===== src/pin_mux_pkg.sv =====
// Shared pin map, carrier type and reset values for the pin output priority mux
package pin_mux_pkg;

  // One peripheral's drive request on a pin
  typedef struct packed {
    logic value;   // Level the peripheral wants on the pin
    logic enable;  // Peripheral has the pin configured as output
  } drive_t;

  // Pin count and most sources on any one pin
  localparam int NUM_PINS = 35;
  localparam int MAX_SOURCES = 3;

  // Pin positions on the pad side
  localparam int PIN_SPI0_SLAVE_OUT = 0;  // Shared with twowire0_data
  localparam int PIN_SPI0_CLOCK = 1;      // Shared with twowire0_clock
  localparam int PIN_SPI0_SELECT = 2;     // Shared with twowire1_clock
  localparam int PIN_SPI0_ENABLE = 3;     // Shared with twowire1_data
  localparam int PIN_AUDIO0_D5 = 4;       // Data lines 5..7, shared with spi_port1 lines
  localparam int PIN_AUDIO0_D8 = 7;       // Data lines 8..9, three-way shared
  localparam int PIN_AUDIO0_D10 = 9;      // Data lines 10..13, shared with audio1 3..0
  localparam int PIN_AUDIO0_D14 = 13;     // Data lines 14..15, shared with audio2 1..0
  localparam int PIN_RX_HIGH_CLOCK = 15;
  localparam int PIN_TX_HIGH_CLOCK = 16;
  localparam int PIN_MUTE_INTERRUPT = 17;
  localparam int PIN_HOSTDATA16 = 18;
  localparam int PIN_EXTMEM_BASE = 19;    // extmem_data[16+i] / host_address_in[i]
  localparam int EXTMEM_SHARED_BITS = 16;

  // Values held after reset
  localparam logic [NUM_PINS-1:0] PIN_OUT_RESET = 35'h0;
  localparam logic [NUM_PINS-1:0] PIN_OE_RESET = 35'h0;
  localparam logic [NUM_PINS-1:0] PIN_SAMPLE_RESET = 35'h0;

endpackage : pin_mux_pkg


===== src/pin_priority_select.sv =====
// Fixed-priority selection of one pin's drive among its sharing peripherals
`timescale 1ns/10ps
module pin_priority_select #(
  parameter int SOURCES = 3
) (
  input pin_mux_pkg::drive_t [SOURCES-1:0] requests, // Index 0 has first priority
  output pin_mux_pkg::drive_t grant                  // Resolved value and enable
);

  // Walk from lowest priority upward so the highest enabled source wins
  always_comb
  begin
    grant = '0;
    for (int i = SOURCES - 1; i >= 0; i--)
    begin
      if (requests[i].enable)
      begin
        grant.value = requests[i].value;
        grant.enable = 1'b1;
      end
    end
  end

endmodule : pin_priority_select


===== src/shared_pin_output_priority_mux.sv =====
// Output priority mux and input fan-out for device pins shared by several peripherals
`timescale 1ns/10ps
// Function
// - A shared pin drives whenever any sharer asks to, with the value of the top-priority asker.
// - The sampled pin level goes to every sharing peripheral at once, whoever drives it.
// - On the four serial port 0 / two-wire pins, serial port 0 wins over the two-wire signal.
// - Audio port 0 data lines 5 to 7 win over serial port 1 select, enable and clock.
// - Three-way pins go to audio 0 lines 8/9 first, audio 1 lines 5/4 next, serial port 1 last.
// - Audio 0 lines 10-13 beat audio 1 lines 3-0, and lines 14-15 beat audio 2 lines 1-0.
// - Audio 0 receive and transmit high clocks beat the audio 1 and audio 2 high clocks.
// - Audio 2 mute beats host interrupt, and host data bit 16 beats host halfword select.
// - External memory data bits 31 to 16 stop driving at the first clock edge that samples the host non-muxed mode bit at 1.
// - The host address bits sharing those pins are inputs only and never drive.
// - The memory interface parks its data bus by driving it, unless non-muxed mode gates it.
module shared_pin_output_priority_mux (
  input wire logic clk,                                        // 100 MHz system clock
  input wire logic rst,                                        // Synchronous reset, active high
  input pin_mux_pkg::drive_t [3:0] spi0Drive,                  // Slave out, clock, select, enable
  input pin_mux_pkg::drive_t [3:0] twowireDrive,               // tw0 data, tw0 clk, tw1 clk, tw1 data
  input pin_mux_pkg::drive_t [15:5] audio0Drive,               // audio0_data_lines 5..15
  input pin_mux_pkg::drive_t [5:0] audio1Drive,                // audio1_data_lines 0..5
  input pin_mux_pkg::drive_t [1:0] audio2Drive,                // audio2_data_lines 0..1
  input pin_mux_pkg::drive_t [4:0] spi1Drive,                  // Select, enable, clock, sout, sin
  input pin_mux_pkg::drive_t audio0RxHighClock,                // audio0_rx_high_clock
  input pin_mux_pkg::drive_t audio1RxHighClock,                // audio1_rx_high_clock
  input pin_mux_pkg::drive_t audio0TxHighClock,                // audio0_tx_high_clock
  input pin_mux_pkg::drive_t audio2TxHighClock,                // audio2_tx_high_clock
  input pin_mux_pkg::drive_t audio2MuteOut,                    // audio2_mute_out
  input pin_mux_pkg::drive_t hostInterruptOut,                 // host_interrupt_out
  input pin_mux_pkg::drive_t hostData16,                       // host_data bit 16
  input pin_mux_pkg::drive_t hostHalfwordSelect,               // host_halfword_select
  input pin_mux_pkg::drive_t [15:0] extmemDataUpper,           // extmem_data bits 31..16
  input wire logic hostNonmuxedModeBit,                        // Config bit, same clock domain
  input wire logic [pin_mux_pkg::NUM_PINS-1:0] pinIn,          // Pad input levels (async)
  output logic [pin_mux_pkg::NUM_PINS-1:0] pinOut,             // Pad output levels
  output logic [pin_mux_pkg::NUM_PINS-1:0] pinOe,              // Pad output enables, high drives
  output logic [pin_mux_pkg::NUM_PINS-1:0] pinSample,          // Synchronised levels for all sharers
  output logic [15:0] hostAddressIn                            // host_address_in 15..0
);

  // Per-pin request lists, index 0 first priority
  pin_mux_pkg::drive_t [pin_mux_pkg::MAX_SOURCES-1:0] requests [pin_mux_pkg::NUM_PINS];
  pin_mux_pkg::drive_t grants [pin_mux_pkg::NUM_PINS];
  logic [pin_mux_pkg::NUM_PINS-1:0] next_pinOut;
  logic [pin_mux_pkg::NUM_PINS-1:0] next_pinOe;
  logic [pin_mux_pkg::NUM_PINS-1:0] pinMeta;

  // Build each pin's request list in priority order
  always_comb
  begin
    for (int p = 0; p < pin_mux_pkg::NUM_PINS; p++)
    begin
      requests[p] = '0;
    end
    // Serial port 0 first, two-wire second
    for (int k = 0; k < 4; k++)
    begin
      requests[pin_mux_pkg::PIN_SPI0_SLAVE_OUT + k][0] = spi0Drive[k];
      requests[pin_mux_pkg::PIN_SPI0_SLAVE_OUT + k][1] = twowireDrive[k];
    end
    // Audio 0 lines 5..7 over serial port 1 select, enable, clock
    for (int k = 0; k < 3; k++)
    begin
      requests[pin_mux_pkg::PIN_AUDIO0_D5 + k][0] = audio0Drive[5 + k];
      requests[pin_mux_pkg::PIN_AUDIO0_D5 + k][1] = spi1Drive[k];
    end
    // Three-way pins: audio 0, then audio 1 (lines 5 and 4), then serial port 1
    for (int k = 0; k < 2; k++)
    begin
      requests[pin_mux_pkg::PIN_AUDIO0_D8 + k][0] = audio0Drive[8 + k];
      requests[pin_mux_pkg::PIN_AUDIO0_D8 + k][1] = audio1Drive[5 - k];
      requests[pin_mux_pkg::PIN_AUDIO0_D8 + k][2] = spi1Drive[3 + k];
    end
    // Audio 0 lines 10..13 over audio 1 lines 3..0
    for (int k = 0; k < 4; k++)
    begin
      requests[pin_mux_pkg::PIN_AUDIO0_D10 + k][0] = audio0Drive[10 + k];
      requests[pin_mux_pkg::PIN_AUDIO0_D10 + k][1] = audio1Drive[3 - k];
    end
    // Audio 0 lines 14..15 over audio 2 lines 1..0
    for (int k = 0; k < 2; k++)
    begin
      requests[pin_mux_pkg::PIN_AUDIO0_D14 + k][0] = audio0Drive[14 + k];
      requests[pin_mux_pkg::PIN_AUDIO0_D14 + k][1] = audio2Drive[1 - k];
    end
    // High clocks: audio 0 wins on both
    requests[pin_mux_pkg::PIN_RX_HIGH_CLOCK][0] = audio0RxHighClock;
    requests[pin_mux_pkg::PIN_RX_HIGH_CLOCK][1] = audio1RxHighClock;
    requests[pin_mux_pkg::PIN_TX_HIGH_CLOCK][0] = audio0TxHighClock;
    requests[pin_mux_pkg::PIN_TX_HIGH_CLOCK][1] = audio2TxHighClock;
    // Mute over host interrupt, host data 16 over halfword select
    requests[pin_mux_pkg::PIN_MUTE_INTERRUPT][0] = audio2MuteOut;
    requests[pin_mux_pkg::PIN_MUTE_INTERRUPT][1] = hostInterruptOut;
    requests[pin_mux_pkg::PIN_HOSTDATA16][0] = hostData16;
    requests[pin_mux_pkg::PIN_HOSTDATA16][1] = hostHalfwordSelect;
    // Memory data upper half; parking drive passes through unless non-muxed mode gates it
    for (int k = 0; k < pin_mux_pkg::EXTMEM_SHARED_BITS; k++)
    begin
      requests[pin_mux_pkg::PIN_EXTMEM_BASE + k][0].value = extmemDataUpper[k].value;
      requests[pin_mux_pkg::PIN_EXTMEM_BASE + k][0].enable =
        extmemDataUpper[k].enable & ~hostNonmuxedModeBit;
      // Host address slot stays empty: it never drives
      requests[pin_mux_pkg::PIN_EXTMEM_BASE + k][1] = '0;
    end
  end

  // One priority selector per pin
  for (genvar g = 0; g < pin_mux_pkg::NUM_PINS; g++)
  begin : gen_pin
    pin_priority_select #(
      .SOURCES(pin_mux_pkg::MAX_SOURCES)
    ) u_select (
      .requests(requests[g]),
      .grant(grants[g])
    );
  end

  // Flatten grants into next pad values
  always_comb
  begin
    for (int p = 0; p < pin_mux_pkg::NUM_PINS; p++)
    begin
      next_pinOut[p] = grants[p].value;
      next_pinOe[p] = grants[p].enable;
    end
  end

  // Registered pad drive so the pad sees clean flop outputs
  always_ff @(posedge clk)
  begin
    if (rst)
    begin
      pinOut <= pin_mux_pkg::PIN_OUT_RESET;
      pinOe <= pin_mux_pkg::PIN_OE_RESET;
    end
    else
    begin
      pinOut <= next_pinOut;
      pinOe <= next_pinOe;
    end
  end

  // Two-flop synchroniser; the second stage feeds every sharer alike
  always_ff @(posedge clk)
  begin
    if (rst)
    begin
      pinMeta <= pin_mux_pkg::PIN_SAMPLE_RESET;
      pinSample <= pin_mux_pkg::PIN_SAMPLE_RESET;
    end
    else
    begin
      pinMeta <= pinIn;
      pinSample <= pinMeta;
    end
  end

  // Host address taps the second stage, so no path reads an unresolved first-stage level
  assign hostAddressIn =
    pinSample[pin_mux_pkg::PIN_EXTMEM_BASE +: pin_mux_pkg::EXTMEM_SHARED_BITS];

endmodule : shared_pin_output_priority_mux


===== config.mk =====
export PLATFORM = sky130hd
export DESIGN_NAME = shared_pin_output_priority_mux
export DESIGN_NICKNAME = d
export VERILOG_FILES = /design/src/pin_mux_pkg.sv /design/src/pin_priority_select.sv /design/src/shared_pin_output_priority_mux.sv
export SDC_FILE = /design/constraint.sdc
export NUM_CORES = 1
export LEC_CHECK = 0
export BUFFER_PORTS_ARGS = -buffer_cell sky130_fd_sc_hd__buf_2
export CAP_MARGIN = 10
export CORE_AREA = 3 3 104 106
export CTS_CLUSTER_SIZE = 8
export DETAILED_ROUTE_END_ITERATION = 8
export DIE_AREA = 0 0 107 109
export GPL_TIMING_DRIVEN = 0
export PLACE_DENSITY_LB_ADDON = 0.2
export SLEW_MARGIN = 10
export SYNTH_ARGS = -nofsm -noshare
export SYNTH_HDL_FRONTEND = slang
export SYNTH_SLANG_ARGS = --single-unit

===== constraint.sdc =====
create_clock -name clk -period 1.8 [get_ports clk]
set_input_delay 0.45 -clock clk [delete_from_list [all_inputs] [get_ports clk]]
set_output_delay 0.45 -clock clk [all_outputs]
set_load 0.01 [all_outputs]

# Yosys cells after proc, flatten, opt, wreduce, memory -nomap -nowiden
# Cells that the tools add are included.
[totals]
regBits = 140
out_inout_bits = 121
word_cells = 125
[classes]
n_mux = 56
bitwise = 33
n_reduce_logical = 16
[ops]
columns = ["operator", "count"]
rows = [
  ["two-way mux 2 bit", 40],
  ["OR reduction 2 bit", 16],
  ["inverter 1 bit", 17],
  ["bitwise AND 1 bit", 16],
  ["two-way mux 1 bit", 16],
]

# Depth between registers and ports, before layout
# Gate-level depths: netlist of run 1.
[depth]
word_depth = 4
ltp_mapped = 4
ltp_nobuf = 3

# Modules after synthesis
# From an unflattened synthesis of run 1, not the netlist that was laid out.
[hier_totals]
cells_unflattened = 504
area_unflattened_um2 = 5036.1
[by_module_without_submodules]
columns = ["mod", "instances", "cells_per_inst", "area_per_inst_um2", "seq_area_each_um2"]
rows = [
  ["shared_pin_output_priority_mux", 1, 329, 3985.1, 2802.7],
  ["pin_priority_select", 35, 5, 30.0, 0.0],
]

# Worst setup path before layout of run 1
# No wires, ideal clock.
[synth_path]
path_type = "input-to-reg"
from = "in rst"
to = "reg pinOut[17] (netlist name)"
setup_time_ps = 73
t_arrival_ps = 978
path_slack_ps = 749
stages = 4
n_path_buf = 3
cell_sequence = "buf_6 -> buf_6 -> buf_6 -> nor3_4"
[synth_rtl]
columns = ["element", "line", "rtl"]
rows = [
  ["from (decl)", "shared_pin_output_priority_mux.sv:17", "input wire logic rst,"],
  ["to (signal assigned)", "shared_pin_output_priority_mux.sv:133", "pinOut <= pin_mux_pkg::PIN_OUT_RESET;"],
  ["to (signal assigned)", "shared_pin_output_priority_mux.sv:138", "pinOut <= next_pinOut;"],
  ["to (decl)", "shared_pin_output_priority_mux.sv:35", "output logic [pin_mux_pkg::NUM_PINS-1:0] pinOut,"],
]
# No word-level cell between the ends.

# Worst setup path after layout of run 1
[layout_path]
from = "reg pinSample[29] (netlist name)"
to = "out pinSample[29] (netlist name)"
[layout_rtl]
columns = ["element", "line", "rtl"]
rows = [
  ["from (decl)", "shared_pin_output_priority_mux.sv:37", "output logic [pin_mux_pkg::NUM_PINS-1:0] pinSample,"],
  ["from (signal assigned)", "shared_pin_output_priority_mux.sv:149", "pinSample <= pin_mux_pkg::PIN_SAMPLE_RESET;"],
  ["from (signal assigned)", "shared_pin_output_priority_mux.sv:154", "pinSample <= pinMeta;"],
]
# No word-level cell between the ends.

==> reports/results.tsv, run 1 <==
metric	value	unit
PD cells	1160	nW/um^2
final wirelength	10400	um
DRT Pass-1 Iters	4	
met2 Track Usage GR	0.335	
initial core utilization	0.422	
Synth Register Bits	140	
Vias	3348	
CTS tree	done	
crit-path max FO	2	
Die W	107	um
Core Rows	36	
Mapped Nets	502	
critical path type	register to output pin	
Mapped Area	4160	sq um
P_int	5.73	mW
Hold Startpoint	pinIn[2]	
Post-synth EDFFs	0	
hold buffers post-CTS	0	
Synth area leader	dfxtp_1	
Top Usage Layer GRT	met2	
worst r2r src	pinMeta[13]	
filler cell count	830	
total number of H-tree levels	4	
final hold viol count	0	
wire per inst	13.2	um
WHS Path Cells	2	
Switch Pwr	1.53	mW
synth cell count leaders	dfxtp_1, nor2b_1, nor2_1	
# diodes	0	
Worst-Margin Slew	0.257	ns
Fin Setup TNS	0	ns
die area	11700	sq um
fin nets	790	
Final Skew	0.00634	ns
Pleak	3.31	nW
Synth async-reset ratio	0	
Slew Limit Fails	0	
Tot Pwr	7.26	mW
worst-case clock buffer depth	2	
worst hold endpoint	pinMeta[2]	
post-synthesis sequential area ratio	0.674	
minimum clock period	1.56	ns
Sw Ratio	0.211	
Max-cap violations	0	
post-route DRC violation count	0	
first-iteration detailed-routing DRC count	67	
WP data required	1.35	ns
met3 Use GR	0.0746	
Reg2Reg Depth	1	
max frequency	0.642	GHz
library cells used by synthesis	13	
Synth Flop Type	dfxtp_1	
Vert. Die Dim	109	um
port buffer count	269	
worst skew pair latency	0.50	ns
most area-consuming cells after synthesis	dfxtp_1, nor2b_1, mux2i_1	
most numerous cell in the Yosys netlist	dfxtp_1	
Crit. End Element	output pin	
Clock Sinks	140	
Area Growth Syn to Fin	50.7	%
IO Count	271	
cells after synthesis	352	
Synth Warn #	0	
Worst VDD drop	526	uV
outcome	completed	
met1 Use GR	0.165	
reg-to-reg slack, setup	1.28	ns
RR Endpoint	pinSample[13]	
global-route wire length before repair	15700	um
postcts setup bufs	0	
Hold Path Class	input pin to register	
CP Launch Point	pinSample[29]	
Max-slew headroom	0.823	
largest net degree at the start of global routing	17	
WP data arrival	1.11	ns
root buffer cell	clkbuf_8	
core box area	9860	sq um
Via density	4.26	
fin crit share	0.865	
Antenna Nets Post-Route	0	
Clk pwr share	0.464	
number of global-route vias before repair	3372	
Logic pwr share	0.083	
RSZ-0062 raised after global routing	false	
cts repair resizes	0	
layout cell share with drive strength beyond 1	0.513	
Final GP Congestion	0.763	
initial antenna violation count	0	
Avg Cell Area, Syn	11.8	sq um
GR Overflow Total	0	
DP Wirelength	8390	um
clock buffer count from CTS	17	
Total GRT Usage	0.178	
final setup violation count	0	
CP startpoint kind	register	
Reg power frac	0.453	
clock-pin slew on the worst setup and hold paths	0.06	ns
share of the synthesized area in the top cell type	0.674	
worst max path at each step:
stage	end	cells past startpoint
final	pinSample[29]	2
after floorplan	pinOut[17]	4
after global routing	pinSample[29]	2
after CTS	pinSample[29]	2
after global placement	pinOut[8]	4
after detailed placement	pinOut[7]	4
state kept, by name, summed over array words and instances, names as in the netlist:
| register | count |
|---|---|
| pinOut | 35 |
| pinSample | 35 |
| pinMeta | 35 |
| pinOe | 35 |
per-stage QoR:
stage	instance area (sq um)	utilization	hold WS, ns	instances	worst slack [ns]
floorplan	4160	-	0.414	352	0.749
global placement	5670	0.575	0.417	754	0.636
detailed placement	5670	0.575	0.420	754	0.593
CTS	6270	0.635	0.129	786	0.207
global route	6270	0.635	0.130	786	0.191
finish	6270	0.635	0.156	786	0.243
kinds of logic (layout without fill, tap and decap cells):
kind of cell	count (synthesis)	after routing	synth area share
buffers and inverters	31	332	0.0565
flip-flops	140	140	0.674
multiplexers	21	21	0.0511
AND/OR/NAND/NOR	160	160	0.219
placed cells by master, fill, tap and decap left out, drive strengths merged, types with 4 or more instances in the layout:
cell      instances
and2             16
and3             16
buf             300
clkbuf           23
clkinvlp          4
dfxtp           140
mux2i            19
nor2             37
nor2b            70
nor3             21
power groups by stage:
stage,Clock [mW],Combinational [mW],Sequential [mW]
3_5_place_dp,0,0.613,3.36
2_1_floorplan,0,0.214,3.41
6_report,3.37,0.603,3.29
5_1_grt,3.60,0.670,3.30
4_1_cts,3.46,0.615,3.29
3_3_place_gp,0,0.601,3.35
cell type report:
type / instances / area (sq um) / area share
sequential: 140 / 2800 / 0.447
timing repair buffer: 269 / 1350 / 0.215
multi-input combinational: 181 / 1120 / 0.179
clock buffer: 23 / 487 / 0.0776
buffer: 31 / 235 / 0.0375
tap: 133 / 166 / 0.0265
clock inverter: 9 / 109 / 0.0174
critical path, cell delays in order (launching register included):
cell	delay, ns
dfxtp_1	0.37
buf_4	0.12
buf_2	0.11
routing by layer:
metal / vias up / wire, um
met4: 0 / 231
li1: 1685 / -
met3: 19 / 1000
met2: 150 / 5740
met1: 1494 / 3440
met5: - / 0
Power figures use the tool's default switching activity.
==> inputs of run 2 (changes only) <==
- CORE_AREA: 3 3 104 106 -> default
- CORE_MARGIN: default -> 3
- CORE_UTILIZATION: default -> 29
- DIE_AREA: 0 0 107 109 -> default
- PLACE_DENSITY_LB_ADDON: 0.2 -> default
==> run 2 against run 1 <==
Compared with the run above: non-clock buffer count is the same; utilization shrank 18 points; combinational power is essentially flat; die area grew 36%; clock skew shrank 0.0028 ns; wire length grew 5.6%; clock-buffer cell count shrank 2.
==> reports/results.tsv, run 2 (synthesis results as in run 1) <==
metric	value	unit	change
outcome	completed		unchanged
Top Usage Layer GRT	met2		unchanged
critical path's slowest cell	dfxtp_1		unchanged
postcts setup bufs	0		unchanged
DP Wirelength	8770	um	was 8390 um
reg-to-reg slack, setup	1.27	ns	was 1.28 ns
worst-case clock buffer depth	2		unchanged
CP startpoint kind	register		unchanged
Slew Limit Fails	0		unchanged
clock buffer count from CTS	17		unchanged
# diodes	0		unchanged
final setup violation count	0		unchanged
fin nets	790		unchanged
GR Overflow Total	0		unchanged
hold buffers post-CTS	0		unchanged
Worst VDD drop	538	uV	was 526 uV
WHS Path Cells	2		unchanged
crit-path max FO	2		unchanged
wire per inst	13.2	um	about the same
Max-cap violations	0		unchanged
met2 Track Usage GR	0.237		was 0.335
Hold Startpoint	extmemDataUpper[18]		was pinIn[2]
clock-pin slew on the worst setup and hold paths	0.06	ns	about the same
DRT Pass-1 Iters	4		unchanged
Final Skew	0.00358	ns	was 0.00634 ns
first-iteration detailed-routing DRC count	74		was 67
Pleak	3.32	nW	was 3.31 nW
max incr delay on CP	0.37	ns	about the same
met1 Use GR	0.147		was 0.165
family with the most delay on the worst path	flip-flops		unchanged
die area	15800	sq um	was 11700 sq um
Vert. Die Dim	126	um	was 109 um
Reg2Reg Depth	1		unchanged
Fin Setup TNS	0	ns	unchanged
Crit. End Element	output pin		unchanged
Worst-Margin Slew	0.257	ns	about the same
cell area after placement	5730	sq um	was 5670 sq um
Sequential Area	2800	sq um	unchanged
final wirelength	11000	um	was 10400 um
post-route DRC violation count	0		unchanged
Final GP Congestion	0.807		was 0.763
global-route wire length before repair	17000	um	was 15700 um
worst hold endpoint	pinOe[28]		was pinMeta[2]
filler cell count	1371		was 830
Core Rows	43		was 36
Total GRT Usage	0.138		was 0.178
Die W	126	um	was 107 um
final hold viol count	0		unchanged
root buffer cell	clkbuf_16		was clkbuf_8
leading cell type in the layout, fill and taps excluded	buf_2		unchanged
Via density	4.01		was 4.26
most frequent cells in the layout	buf_2, dfxtp_1, nor2b_1		unchanged
PD cells	1170	nW/um^2	was 1160 nW/um^2
max frequency	0.689	GHz	was 0.642 GHz
total number of H-tree levels	4		unchanged
number of global-route vias before repair	3469		was 3372
RR Endpoint	pinSample[30]		was pinSample[13]
Cells after DPL	801		was 754
WP data required	1.35	ns	about the same
Clock Sinks	140		unchanged
critical path type	register to output pin		unchanged
worst r2r src	pinMeta[30]		was pinMeta[13]
fin crit share	0.807		was 0.865
WP depth	2		unchanged
core box area	13900	sq um	was 9860 sq um
minimum clock period	1.45	ns	was 1.56 ns
area of the multi-input gates	1120	sq um	unchanged
Design Area, Final	6330	sq um	was 6270 sq um
cts repair resizes	0		unchanged
WP data arrival	1.00	ns	was 1.11 ns
Antenna Nets Post-Route	0		unchanged
CTS tree	done		unchanged
worst-path cell chain	buf_4 > buf_2		unchanged
largest net degree at the start of global routing	17		unchanged
non-filler cells, final	833		was 786
CP Buf/Inv Count	2		unchanged
IO Count	271		unchanged
worst skew pair latency	0.40	ns	was 0.50 ns
Max-slew headroom	0.824		was 0.823
initial antenna violation count	1		was 0
Hold Path Class	input pin to register		unchanged
met3 Use GR	0.0738		was 0.0746
layout cell share with drive strength beyond 1	0.511		was 0.513
RSZ-0062 raised after global routing	false		unchanged
port buffer count	269		unchanged
initial core utilization	0.299		was 0.422
Area Growth Syn to Fin	52.3	%	was 50.7%
Vias	3342		was 3348
-- run 2: cell types whose count changed in the layout (fill, tap and decap cells not counted), sizes merged --
cell / change
clkinv: +4
clkbuf: -2
clkinvlp: -2
bufinv: +1
inv: -1
-- run 2: how the worst max path moves through the flow --
| stage | from | end | slack, ns |
|---|---|---|---|
| 2_1_floorplan | rst | pinOut[17] | 0.75 |
| 3_3_place_gp | rst | pinOut[3] | 0.58 |
| 3_5_place_dp | rst | pinOut[3] | 0.59 |
| 4_1_cts | pinSample[33] | pinSample[33] | 0.32 |
| 5_1_grt | pinSample[31] | pinSample[31] | 0.30 |
| 6_report | pinSample[33] | pinSample[33] | 0.35 |
-- run 2: layout make-up --
type	count	area share
clock buffer	21	0.0727
multi-input combinational	181	0.177
clock inverter	11	0.0225
buffer	31	0.0371
sequential	140	0.442
timing repair buffer	269	0.213
tap	180	0.0356
-- run 2: where the power goes --
part | leakage [nW] | switching, mW | internal (mW)
clock network | 0.293 | 1.26 | 2.25
logic | 1.87 | 0.284 | 0.322
registers | 1.16 | 0.0372 | 3.25
total | 3.32 | 1.58 | 5.82
-- run 2: layer usage --
metal,part of all wire,up-vias
li1,-,1680
met1,0.38,1489
met2,0.51,162
met3,0.10,9
met4,0.011,2
met5,0.00064,-
-- run 2: stage by stage --
stage / util / total power, mW / setup WS (ns) / hold slack (ns)
after global placement: 0.411 / 3.96 / 0.577 / 0.418
after floorplan: - / 3.63 / 0.749 / 0.414
final: 0.455 / 7.40 / 0.348 / 0.255
after global routing: 0.455 / 7.71 / 0.295 / 0.239
after CTS: 0.455 / 7.51 / 0.324 / 0.232
after detailed placement: 0.411 / 3.98 / 0.592 / 0.420
